$ cat config.mk
export PLATFORM = sky130hd
export DESIGN_NAME = pmem_host
export DESIGN_NICKNAME = d
export VERILOG_FILES = /design/src/pmem_host_pkg.sv /design/src/pmem_timer_if.sv /design/src/pmem_host_timer.sv /design/src/pmem_host.sv
export SDC_FILE = /design/constraint.sdc
export NUM_CORES = 1
export LEC_CHECK = 0
export BUFFER_PORTS_ARGS = -buffer_cell sky130_fd_sc_hd__buf_2
export CAP_MARGIN = 10
export CORE_MARGIN = 2
export CORE_UTILIZATION = 39
export DETAILED_ROUTE_END_ITERATION = 12
export PLACE_DENSITY = 0.67
export SLEW_MARGIN = 20
export SYNTH_ARGS = -nofsm -noshare
export SYNTH_HDL_FRONTEND = slang
export SYNTH_SLANG_ARGS = --single-unit
export TNS_END_PERCENT = 5
$ cat constraint.sdc
create_clock -name CLOCK -period 2.5 [get_ports CLOCK]
set_input_delay 0.75 -clock CLOCK [delete_from_list [all_inputs] [get_ports CLOCK]]
set_output_delay 0.75 -clock CLOCK [all_outputs]
set_load 0.005 [all_outputs]
$ cat src/pmem_host_pkg.sv
package pmem_host_pkg;

    localparam int unsigned CLOCK_HZ          = 25_000_000;
    localparam int unsigned CLOCK_PERIOD_NS   = 40;
    // Reset pulse and recovery, in ns
    localparam int unsigned RESET_PULSE_NS    = 200;
    localparam int unsigned RESET_RECOVERY_NS = 200;
    // Read access time and write strobe width, in ns
    localparam int unsigned READ_ACCESS_NS    = 135;
    localparam int unsigned WRITE_PULSE_NS    = 80;
    localparam int unsigned BUS_TURN_NS       = 40;

    localparam int unsigned RESET_PULSE_CYC =
        (RESET_PULSE_NS + CLOCK_PERIOD_NS - 1) / CLOCK_PERIOD_NS;
    localparam int unsigned RESET_RECOVERY_CYC =
        (RESET_RECOVERY_NS + CLOCK_PERIOD_NS - 1) / CLOCK_PERIOD_NS;
    localparam int unsigned READ_ACCESS_CYC =
        (READ_ACCESS_NS + CLOCK_PERIOD_NS - 1) / CLOCK_PERIOD_NS;
    localparam int unsigned WRITE_PULSE_CYC =
        (WRITE_PULSE_NS + CLOCK_PERIOD_NS - 1) / CLOCK_PERIOD_NS;
    localparam int unsigned BUS_TURN_CYC =
        (BUS_TURN_NS + CLOCK_PERIOD_NS - 1) / CLOCK_PERIOD_NS;

    localparam int unsigned COUNT_WIDTH = 8;

    localparam logic [15:0] CMD_READ_ARRAY   = 16'h00ff;
    localparam logic [15:0] CMD_CLEAR_STATUS = 16'h0050;
    localparam logic [7:0]  STATUS_AFTER_RESET = 8'h80;
    localparam logic [7:0]  STATUS_ERROR_MASK  = 8'h3a;

    typedef enum logic [1:0] {
        OP_READ,
        OP_WRITE,
        OP_RESET
    } op_type;

endpackage : pmem_host_pkg

$ cat src/pmem_timer_if.sv
interface pmem_timer_if;
    logic       load;
    logic [7:0] value;
    logic       done;
    modport owner (output load, output value, input done);
    modport timer (input load, input value, output done);
endinterface : pmem_timer_if

$ cat src/pmem_host_timer.sv
module pmem_host_timer (
    input  wire logic   CLOCK,
    input  wire logic   RESET,
    pmem_timer_if.timer tmr
);
    logic [7:0] count_q;
    logic [7:0] count_d;

    always_comb begin
        count_d = count_q;
        if (tmr.load) begin
            count_d = tmr.value;
        end else if (count_q != 8'h00) begin
            count_d = count_q - 8'h01;
        end
    end

    always_ff @(posedge CLOCK) begin
        if (RESET) begin
            count_q <= 8'h00;
        end else begin
            count_q <= count_d;
        end
    end

    // Done from the count alone, so a load taken on done forms no loop
    assign tmr.done = (count_q == 8'h00);

endmodule : pmem_host_timer

$ cat src/pmem_host.sv
// Summary of operation
// [RULE1] Device shifts serial read data out on falling serial clock, MSB first.
// [RULE2] Interface select low: parallel active, serial output floats.
// [RULE3] Interface select high: serial active, parallel outputs float.
// [RULE4] Unconnected select defaults to parallel; a config cell may disable serial.
// [RULE5] During program supply lockout only reads work; contents stay unchanged.
// [RULE6] Read: reset and write strobe high, chip select and output enable low.
// [RULE7] Output enable high floats data lines and wait output.
// [RULE8] Chip select high puts device in standby with floating outputs.
// [RULE9] Program or erase continues after chip select goes high.
// [RULE10] Write: chip select and strobe low, data latched at first rising edge.
// [RULE11] Output enable with write strobe together is treated as a read.
// [RULE12] Host never asserts output enable and write strobe together.
// [RULE13] Reset low ignores other controls, floats data, aborts, inhibits writes.
// [RULE14] After reset the device is in read array mode, status 0x80.
// [RULE15] Program or erase cut by reset leaves that location invalid.
// [RULE16] Host waits a recovery time after reset before reads or writes.
// [RULE17] Memory reset should follow the processor's system reset.
// [RULE18] Command FFh returns the device to read array mode.
// [RULE19] Status error bits set only by write engine; cleared by reset or 50h.
// [RULE20] Bus decode is level sensitive; reset has priority over all controls.
module pmem_host #(
    parameter int unsigned ADDR_WIDTH = 23,
    parameter int unsigned DATA_WIDTH = 16
) (
    input  wire logic                  CLOCK,
    input  wire logic                  RESET,
    input  wire logic                  REQ_VALID,
    output logic                       REQ_READY,
    input  wire pmem_host_pkg::op_type REQ_OP,
    input  wire logic [ADDR_WIDTH-1:0] REQ_ADDR,
    input  wire logic [DATA_WIDTH-1:0] REQ_WDATA,
    output logic                       RSP_VALID,
    output logic [DATA_WIDTH-1:0]      RSP_RDATA,
    output logic                       ERROR_FLAG,
    output logic [ADDR_WIDTH-1:0]      MEM_ADDR,
    output logic                       MEM_CHIP_SEL_N,
    output logic                       MEM_OUT_EN_N,
    output logic                       MEM_WRITE_N,
    output logic                       MEM_RESET_N,
    output logic                       MEM_PORT_SELECT,
    output logic [DATA_WIDTH-1:0]      MEM_DQ_O,
    output logic                       MEM_DQ_OE,
    input  wire logic [DATA_WIDTH-1:0] MEM_DQ_I
);

    typedef enum logic [2:0] {
        ST_RESET,
        ST_RECOVER,
        ST_IDLE,
        ST_READ,
        ST_WRITE,
        ST_TURN
    } state_type;

    state_type             state_q, state_d;
    logic [ADDR_WIDTH-1:0] addr_q, addr_d;
    logic [DATA_WIDTH-1:0] wdata_q, wdata_d;
    logic [DATA_WIDTH-1:0] rdata_q, rdata_d;
    logic                  rsp_q, rsp_d;
    logic                  err_q, err_d;
    logic                  ce_n_q, ce_n_d;
    logic                  oe_n_q, oe_n_d;
    logic                  we_n_q, we_n_d;
    logic                  rst_n_q, rst_n_d;
    logic                  dq_oe_q, dq_oe_d;

    pmem_timer_if tmr ();

    pmem_host_timer timer_u (
        .CLOCK (CLOCK),
        .RESET (RESET),
        .tmr   (tmr.timer)
    );

    always_comb begin
        state_d   = state_q;
        addr_d    = addr_q;
        wdata_d   = wdata_q;
        rdata_d   = rdata_q;
        rsp_d     = 1'b0;
        err_d     = err_q;
        ce_n_d    = ce_n_q;
        oe_n_d    = oe_n_q;
        we_n_d    = we_n_q;
        rst_n_d   = rst_n_q;
        dq_oe_d   = dq_oe_q;
        tmr.load  = 1'b0;
        tmr.value = 8'h00;
        case (state_q)
            ST_RESET: begin
                // Memory reset held low for the pulse time after OP_RESET, one cycle past system reset [RULE13] [RULE17]
                ce_n_d  = 1'b1;
                oe_n_d  = 1'b1;
                we_n_d  = 1'b1;
                dq_oe_d = 1'b0;
                rst_n_d = 1'b0;
                if (tmr.done) begin
                    rst_n_d   = 1'b1;
                    tmr.load  = 1'b1;
                    tmr.value = 8'(pmem_host_pkg::RESET_RECOVERY_CYC);
                    state_d   = ST_RECOVER;
                end
            end
            ST_RECOVER: begin
                if (tmr.done) begin // [RULE16]
                    state_d = ST_IDLE;
                end
            end
            ST_IDLE: begin
                if (REQ_VALID) begin
                    addr_d  = REQ_ADDR;
                    wdata_d = REQ_WDATA;
                    case (REQ_OP)
                        pmem_host_pkg::OP_READ: begin
                            ce_n_d    = 1'b0; // [RULE6]
                            oe_n_d    = 1'b0;
                            we_n_d    = 1'b1;
                            tmr.load  = 1'b1;
                            tmr.value = 8'(pmem_host_pkg::READ_ACCESS_CYC);
                            state_d   = ST_READ;
                        end
                        pmem_host_pkg::OP_WRITE: begin
                            // Command words such as read array use this path [RULE18]
                            ce_n_d    = 1'b0; // [RULE10]
                            oe_n_d    = 1'b1; // [RULE12]
                            we_n_d    = 1'b0;
                            dq_oe_d   = 1'b1;
                            tmr.load  = 1'b1;
                            tmr.value = 8'(pmem_host_pkg::WRITE_PULSE_CYC);
                            state_d   = ST_WRITE;
                        end
                        pmem_host_pkg::OP_RESET: begin
                            rst_n_d   = 1'b0;
                            tmr.load  = 1'b1;
                            tmr.value = 8'(pmem_host_pkg::RESET_PULSE_CYC);
                            state_d   = ST_RESET;
                        end
                        default: begin
                            err_d = 1'b1;
                        end
                    endcase
                end
            end
            ST_READ: begin
                if (tmr.done) begin
                    rdata_d   = MEM_DQ_I;
                    rsp_d     = 1'b1;
                    ce_n_d    = 1'b1; // [RULE8]
                    oe_n_d    = 1'b1; // [RULE7]
                    tmr.load  = 1'b1;
                    tmr.value = 8'(pmem_host_pkg::BUS_TURN_CYC);
                    state_d   = ST_TURN;
                end
            end
            ST_WRITE: begin
                if (tmr.done) begin
                    // Strobes rise together; data held one more cycle [RULE10]
                    we_n_d    = 1'b1;
                    ce_n_d    = 1'b1;
                    rsp_d     = 1'b1;
                    tmr.load  = 1'b1;
                    tmr.value = 8'(pmem_host_pkg::BUS_TURN_CYC);
                    state_d   = ST_TURN;
                end
            end
            ST_TURN: begin
                dq_oe_d = 1'b0;
                if (tmr.done) begin
                    state_d = ST_IDLE;
                end
            end
            default: begin
                state_d = ST_RESET;
            end
        endcase
    end

    always_ff @(posedge CLOCK) begin
        if (RESET) begin
            state_q <= ST_RESET;
            addr_q  <= '0;
            wdata_q <= '0;
            rdata_q <= '0;
            rsp_q   <= 1'b0;
            err_q   <= 1'b0;
            ce_n_q  <= 1'b1;
            oe_n_q  <= 1'b1;
            we_n_q  <= 1'b1;
            rst_n_q <= 1'b0; // [RULE17]
            dq_oe_q <= 1'b0;
        end else begin
            state_q <= state_d;
            addr_q  <= addr_d;
            wdata_q <= wdata_d;
            rdata_q <= rdata_d;
            rsp_q   <= rsp_d;
            err_q   <= err_d;
            ce_n_q  <= ce_n_d;
            oe_n_q  <= oe_n_d;
            we_n_q  <= we_n_d;
            rst_n_q <= rst_n_d;
            dq_oe_q <= dq_oe_d;
        end
    end

    assign REQ_READY       = (state_q == ST_IDLE);
    assign RSP_VALID       = rsp_q;
    assign RSP_RDATA       = rdata_q;
    assign ERROR_FLAG      = err_q;
    assign MEM_ADDR        = addr_q;
    assign MEM_CHIP_SEL_N  = ce_n_q;
    assign MEM_OUT_EN_N    = oe_n_q;
    assign MEM_WRITE_N     = we_n_q;
    assign MEM_RESET_N     = rst_n_q;
    assign MEM_PORT_SELECT = 1'b0; // Parallel interface only [RULE2]
    assign MEM_DQ_O        = wdata_q;
    assign MEM_DQ_OE       = dq_oe_q;

    // Recovery count after memory reset release
    logic [7:0] rec_cnt_q;
    logic [7:0] rec_cnt_d;

    always_comb begin
        rec_cnt_d = rec_cnt_q;
        if (!rst_n_q) begin
            rec_cnt_d = 8'h00;
        end else if (rec_cnt_q != 8'hff) begin
            rec_cnt_d = rec_cnt_q + 8'h01;
        end
    end

    always_ff @(posedge CLOCK) begin
        if (RESET) begin
            rec_cnt_q <= 8'h00;
        end else begin
            rec_cnt_q <= rec_cnt_d;
        end
    end

    no_oe_we_a: assert property (@(posedge CLOCK) disable iff (RESET)
        !(!MEM_OUT_EN_N && !MEM_WRITE_N)) // [RULE12]
        else $error("output enable and write strobe both low");
    recovery_wait_a: assert property (@(posedge CLOCK) disable iff (RESET)
        (!MEM_CHIP_SEL_N) |-> (rec_cnt_q >= 8'(pmem_host_pkg::RESET_RECOVERY_CYC))) // [RULE16]
        else $error("access started before reset recovery");
    reset_idle_a: assert property (@(posedge CLOCK) disable iff (RESET)
        !MEM_RESET_N |-> (MEM_CHIP_SEL_N && !MEM_DQ_OE)) // [RULE13]
        else $error("bus active during memory reset");
    read_strobes_a: assert property (@(posedge CLOCK) disable iff (RESET)
        (!MEM_OUT_EN_N) |-> (!MEM_CHIP_SEL_N && MEM_WRITE_N && !MEM_DQ_OE)) // [RULE6]
        else $error("read strobes inconsistent");
    write_data_a: assert property (@(posedge CLOCK) disable iff (RESET)
        $rose(MEM_WRITE_N) |-> (MEM_DQ_OE && $stable(MEM_DQ_O) && $stable(MEM_ADDR))) // [RULE10]
        else $error("write data not held at strobe rise");
    write_width_a: assert property (@(posedge CLOCK) disable iff (RESET)
        $fell(MEM_WRITE_N) |-> !MEM_WRITE_N [*2]) // [RULE10]
        else $error("write strobe too short");
    read_access_a: assert property (@(posedge CLOCK) disable iff (RESET)
        $fell(MEM_OUT_EN_N) |-> !MEM_OUT_EN_N [*4]) // [RULE6]
        else $error("read access time too short");
    parallel_sel_a: assert property (@(posedge CLOCK) disable iff (RESET)
        !MEM_PORT_SELECT) // [RULE2]
        else $error("serial port selected");

    cover_read_c:  cover property (@(posedge CLOCK) disable iff (RESET)
        $rose(MEM_OUT_EN_N) && RSP_VALID);
    cover_write_c: cover property (@(posedge CLOCK) disable iff (RESET) $rose(MEM_WRITE_N));
    cover_reset_c: cover property (@(posedge CLOCK) disable iff (RESET) $rose(MEM_RESET_N));

endmodule : pmem_host

**Word level (Yosys, flattened, before mapping)**

Index checks and enable logic that the tools add are counted.

- Input bits: 60
- Register bits: 73
- Output and inout bits: 64
- Logic and storage cells: 92

- Reductions and logical operators: 26
- Equal/unequal tests: 18
- Bitwise logic cells: 2
- $add $sub $neg: 1
- Mux-type cells: 33

Operators with widths:

| cell | number |
|---|---|
| $pmux W3 S3 | 3 |
| $mux W3 | 6 |
| $mux W8 | 2 |
| $ne A2 B1 Y1 const B | 7 |
| $mux W1 | 13 |
| $pmux W3 S4 | 1 |
| $reduce_and A4 Y1 | 3 |
| $pmux W1 S2 | 5 |
| $reduce_or A2 Y1 | 5 |
| $pmux W1 S3 | 3 |
| $reduce_and A3 Y1 | 3 |
| $reduce_bool A3 Y1 | 3 |
| $logic_not A8 Y1 | 1 |
| $reduce_bool A8 Y1 | 1 |
| $sub A8 B1 Y8 const B | 1 |
| $eq A3 B2 Y1 const B | 2 |
| $eq A3 B3 Y1 const B | 2 |
| $reduce_bool A2 Y1 | 3 |
| $reduce_or A3 Y1 | 2 |
| $reduce_and A5 Y1 | 1 |
| $ne A2 B2 Y1 const B | 2 |
| $ne A4 B1 Y1 const B | 1 |
| $reduce_and A2 Y1 | 2 |
| $eq A3 B1 Y1 const B | 1 |
| 6 further kinds | 7 |

**Logic depth before layout (Yosys ltp)**

- Word-level depth: 6
- Mapped depth: 7
- Mapped depth without buffers: 6

**Hierarchy**

Synthesis repeated with hierarchy kept, for this count alone.

- Cells, all modules: 386
- Area, all modules: 3094.2 um^2

Modules (own cells, without submodules):

| module | cells an instance | times used | seq. area each (um^2) | area an instance (um^2) |
|---|---|---|---|---|
| pmem_host | 333 | 1 | 1301.2 | 2618.8 |
| pmem_host_timer | 53 | 1 | 160.2 | 475.5 |

**Worst setup path after synthesis**

No wires, ideal clock.

- Kind: input-to-reg
- Start: input port REQ_OP[0]
- End: register state_q[0]
- Data arrival time: 1.990 ns
- Stages: 6
- Setup time: 0.070 ns
- Buffers on the path: 0
- Setup slack: 0.441 ns
- Cell sequence: inv_1 -> ha_1 -> or3_1 -> a31o_1 -> a221o_1 -> a21oi_1

- Longest elaborated chain between the ends: 4
- Elaborated cells between the ends (all ways): 8
- Classes of those cells: 3 x eq/ne; 3 x mux; 2 x reduce/logical

Ends and longest elaborated chain:

| what | line | source |
|---|---|---|
| from (decl) | pmem_host.sv:30 | `input wire pmem_host_pkg::op_type REQ_OP,` |
| $eq A2 B2 Y1, or another cell as far along | pmem_host.sv:114 | `case (REQ_OP)` |
| $pmux W3 S3 | pmem_host.sv:114 |  |
| $mux W3 | pmem_host.sv:111 | `if (REQ_VALID) begin` |
| $pmux W3 S4 | pmem_host.sv:90 | `case (state_q)` |
| to (signal assigned) | pmem_host.sv:193 | `state_q <= state_d;` |
| to (decl) | pmem_host.sv:56 | `state_type state_q, state_d;` |

Parallel ways exist; a longest one is shown, timed or not. The select of a mux whose other input is x is not followed.
A chain may end at the register's enable or synchronous reset.

**Final worst setup path**

- Start: register state_q[1]
- End: output port REQ_READY

- Longest elaborated chain between the ends: 1

Ends and longest elaborated chain:

| what | line | source |
|---|---|---|
| $eq A3 B2 Y1 | pmem_host.sv:207 | `assign REQ_READY = (state_q == ST_IDLE);` |
| to (decl) | pmem_host.sv:29 | `output logic REQ_READY,` |

No other way between the ends.

==> results.yml <==
outcome:
  status: "finished clean"
placement:
  gp_routability_congestion: 0.880
  detailedPlacementHpwl_um: 5680
  placement.io_buffers: 122
  dp_cells: 568
clocking:
  numCtsBuffers: 9
  worst_setup_hold_path_clk_slew_ps: 70
  clk_latency_ps: 330
  clockBufferDepth: 2
  cts_root_buffer_type: "sky130_fd_sc_hd__clkbuf_8"
  hold_buffers: 0
  post-cts-setup-buffers: 0
  clock_sink_count: 73
  cts_max_level: 3
  cts_resized: 0
  cts_tree: "built"
worst_setup_path:
  critical_path.startpoint_type: "register"
  worstSetupEndpointType: "output pin"
  cpPeakStageDelay_ps: 650
  critical_path.top_delay_family: "flip-flops"
  critPathBufInv: 1
  critical_path_required_ps: 1750
  reg2reg_setup_slack_ps: 480
  timing.critical_path.cells: "nor3b_2 -> buf_2"
  cpMaxStageDelayCell: "sky130_fd_sc_hd__dfxtp_1"
  data_arrival_time_of_the_worst_path_ps: 1450
  reg2regPathDepth: 6
  r2r-end: "timer_u.count_q[2]"
  timing.setup.critical_path_class: "reg -> out"
  crit-reg2reg-launch: "timer_u.count_q[0]"
  critPathMaxFanout: 15
hold_path:
  hp-start: "MEM_ADDR[22]"
  min_delay_path_depth: 2
  end_of_the_worst_hold_path: "MEM_ADDR[22]"
  min-delay-path-class: "reg -> reg"
sta:
  layout_min_cycle_time_ps: 2200
  fin_worst_hold_slack_ps: 451
  final_max_slew_viol_count: 0
  maxSlewHeadroom: 0.582
  timing.setup.tns_ps: 0
  final.period_utilization: 0.880
  hold_viol: 0
  achievable-frequency_ghz: 0.454
  tightest_slew_ps: 627
  setup_repair_after_global_routing_missed_its_margin: "no"
  finalSetupViolCount: 0
  finClkSkew_ps: 2.57
route:
  drt_wl_total_um: 7910
  vias_per_cell: 4.95
  dr.pass1.iters: 4
  detailroute.via_count: 2883
  initialDrtViolationCount: 103
  post_drt_wl_per_cell_um: 13.6
  antenna_left: 0
  remaining_drc_errors: 0
synthesis:
  synth.cells.most_frequent: "sky130_fd_sc_hd__nand2_1 (86), sky130_fd_sc_hd__dfxtp_1 (73), sky130_fd_sc_hd__a21oi_1 (48)"
  number_of_distinct_library_cell_variants_in_the_gate_level_netlist_after_synthesis: 56
  synthDominantAreaCellType: "sky130_fd_sc_hd__dfxtp_1"
  post-synth-top-count-cell: "sky130_fd_sc_hd__nand2_1"
  ys_seq_elements: 73
  ys_warn_count: 0
  synth_top_cell_area_share: 0.474
  yosys-top-cells-area: "sky130_fd_sc_hd__dfxtp_1 (47%), sky130_fd_sc_hd__nand2_1 (10%), sky130_fd_sc_hd__a21oi_1 (7.8%)"
  async_flop_share: 0
  syn-mean-instance-area_um2: 8.54
  synthFlopType: "sky130_fd_sc_hd__dfxtp_1"
  syn_area_mm2: 0.00308
  netlist_instances: 361
  syn_nets: 428
  number_of_enable_flip_flop_cells_after_synthesis: 0
  synth_seq_area_share: 0.474
floorplanning:
  initial_util: 0.401
  floorplan.io_pins: 124
  die-height_um: 92.9
  die_width_um: 92.9
  core.rowCount: 32
  core_area_mm2: 0.00769
  dieArea_mm2: 0.00863
global_route:
  antenna_found_initial: 0
  groute.usage.overall: 0.188
  vias_in_the_first_global_route: 2788
  total_gr_overflow: 0
  grt_pass1_wl_um: 13000
  largest_net_degree_at_the_start_of_global_routing: 33
finish:
  finish.cell_count_without_fillers: 583
  nNetsFinal: 544
  synthToLayoutAreaGrowth_pct: 30.6
  drive_above_1_share: 0.324
  layout_fillers: 746
  ff_latch_area_mm2: 0.00146
  insertedDiodeCount: 0
  area_of_the_multi_input_gates_mm2: 0.00150
  finish.utilization: 0.524
pwr:
  power-per-cell-area_mw_per_mm2: 856
  max-vdd-ir-drop_uv: 413
  reported_leakage_power_nw: 1.90
  totalPowerFinal_w: 0.00345
flow_run:
  maxCapViolCount: 0
[power breakdown]
part / internal [W] / switching (W) / total [W]
clock: 0.000654 / 0.000426 / 0.00108
sequential: 0.00127 / 0.000115 / 0.00138
combinational: 0.000425 / 0.000560 / 0.000985
total: 0.00235 / 0.00110 / 0.00345
[registers in the layout (all words and copies together), names as in the netlist, 3 cells and up]
register and cells:
MEM_DQ_O 16, state_q 3, RSP_RDATA 16, MEM_ADDR 23, timer_u.count_q 8
[cell type report]
class,count,area share
sequential,73,0.363
clock buffer,9,0.0308
tap,102,0.0317
clock inverter,6,0.0267
multi-input combinational,255,0.374
timing repair buffer,130,0.167
inverter,8,0.00746
[worst reg2reg max path, stage by stage (launching register included)]
cell                       delay (ps)
sky130_fd_sc_hd__dfxtp_1          330
sky130_fd_sc_hd__inv_1             90
sky130_fd_sc_hd__ha_1             180
sky130_fd_sc_hd__or3b_1           590
sky130_fd_sc_hd__o32ai_2          400
sky130_fd_sc_hd__a21oi_1           70
sky130_fd_sc_hd__a311oi_1         270
[per-stage QoR]
stage	setup WS (ps)	cell area [um^2]
6_report	299	4030
5_1_grt	228	4030
4_1_cts	292	4030
3_5_place_dp	188	3790
3_3_place_gp	231	3790
2_1_floorplan	441	3080
[worst max path at each step]
stage                           from          to  slack [ps]  cells after the start
after global placement     REQ_OP[0]  state_q[0]         230                      7
after floorplan            REQ_OP[0]  state_q[0]         440                      6
final                     state_q[1]   REQ_READY         300                      2
after global routing      state_q[1]   REQ_READY         230                      2
after detailed placement   REQ_OP[0]  state_q[0]         190                      7
after CTS                 state_q[1]   REQ_READY         290                      2
[placed cells by master, fill, tap and decap left out, drive strengths merged, types with 2 or more instances in the layout]
| cell | count |
|---|---|
| or3 | 2 |
| dfxtp | 73 |
| ha | 7 |
| or4 | 2 |
| nand3 | 6 |
| o211ai | 3 |
| a311oi | 2 |
| clkbuf | 9 |
| nor2b | 2 |
| xnor2 | 2 |
| mux2i | 17 |
| nand3b | 2 |
| a31oi | 3 |
| nor3 | 3 |
| xor2 | 3 |
| nor2 | 30 |
| o31ai | 2 |
| mux2 | 2 |
| o21bai | 2 |
| a21oi | 48 |
| buf | 130 |
| nor3b | 3 |
| inv | 8 |
| clkinv | 2 |
| a221o | 2 |
| o21ai | 5 |
| bufinv | 3 |
| nand2 | 86 |
[cells by family after synthesis]
family          synth area share
xor+xnor                  0.0142
simple gates               0.214
fa+ha+maj                 0.0284
other cells              0.00122
flops                      0.474
compound gates             0.161
buf+inv                   0.0446
mux                       0.0625
[metal layers]
metal | up-vias | global-route usage | share of wire
li1 | 1453 | - | -
met1 | 1328 | 0.225 | 0.44
met3 | 15 | 0.0635 | 0.066
met5 | - | 0 | 0
met2 | 87 | 0.317 | 0.48
met4 | 0 | 0.0576 | 0.015
(Power assumes the default switching activity.)
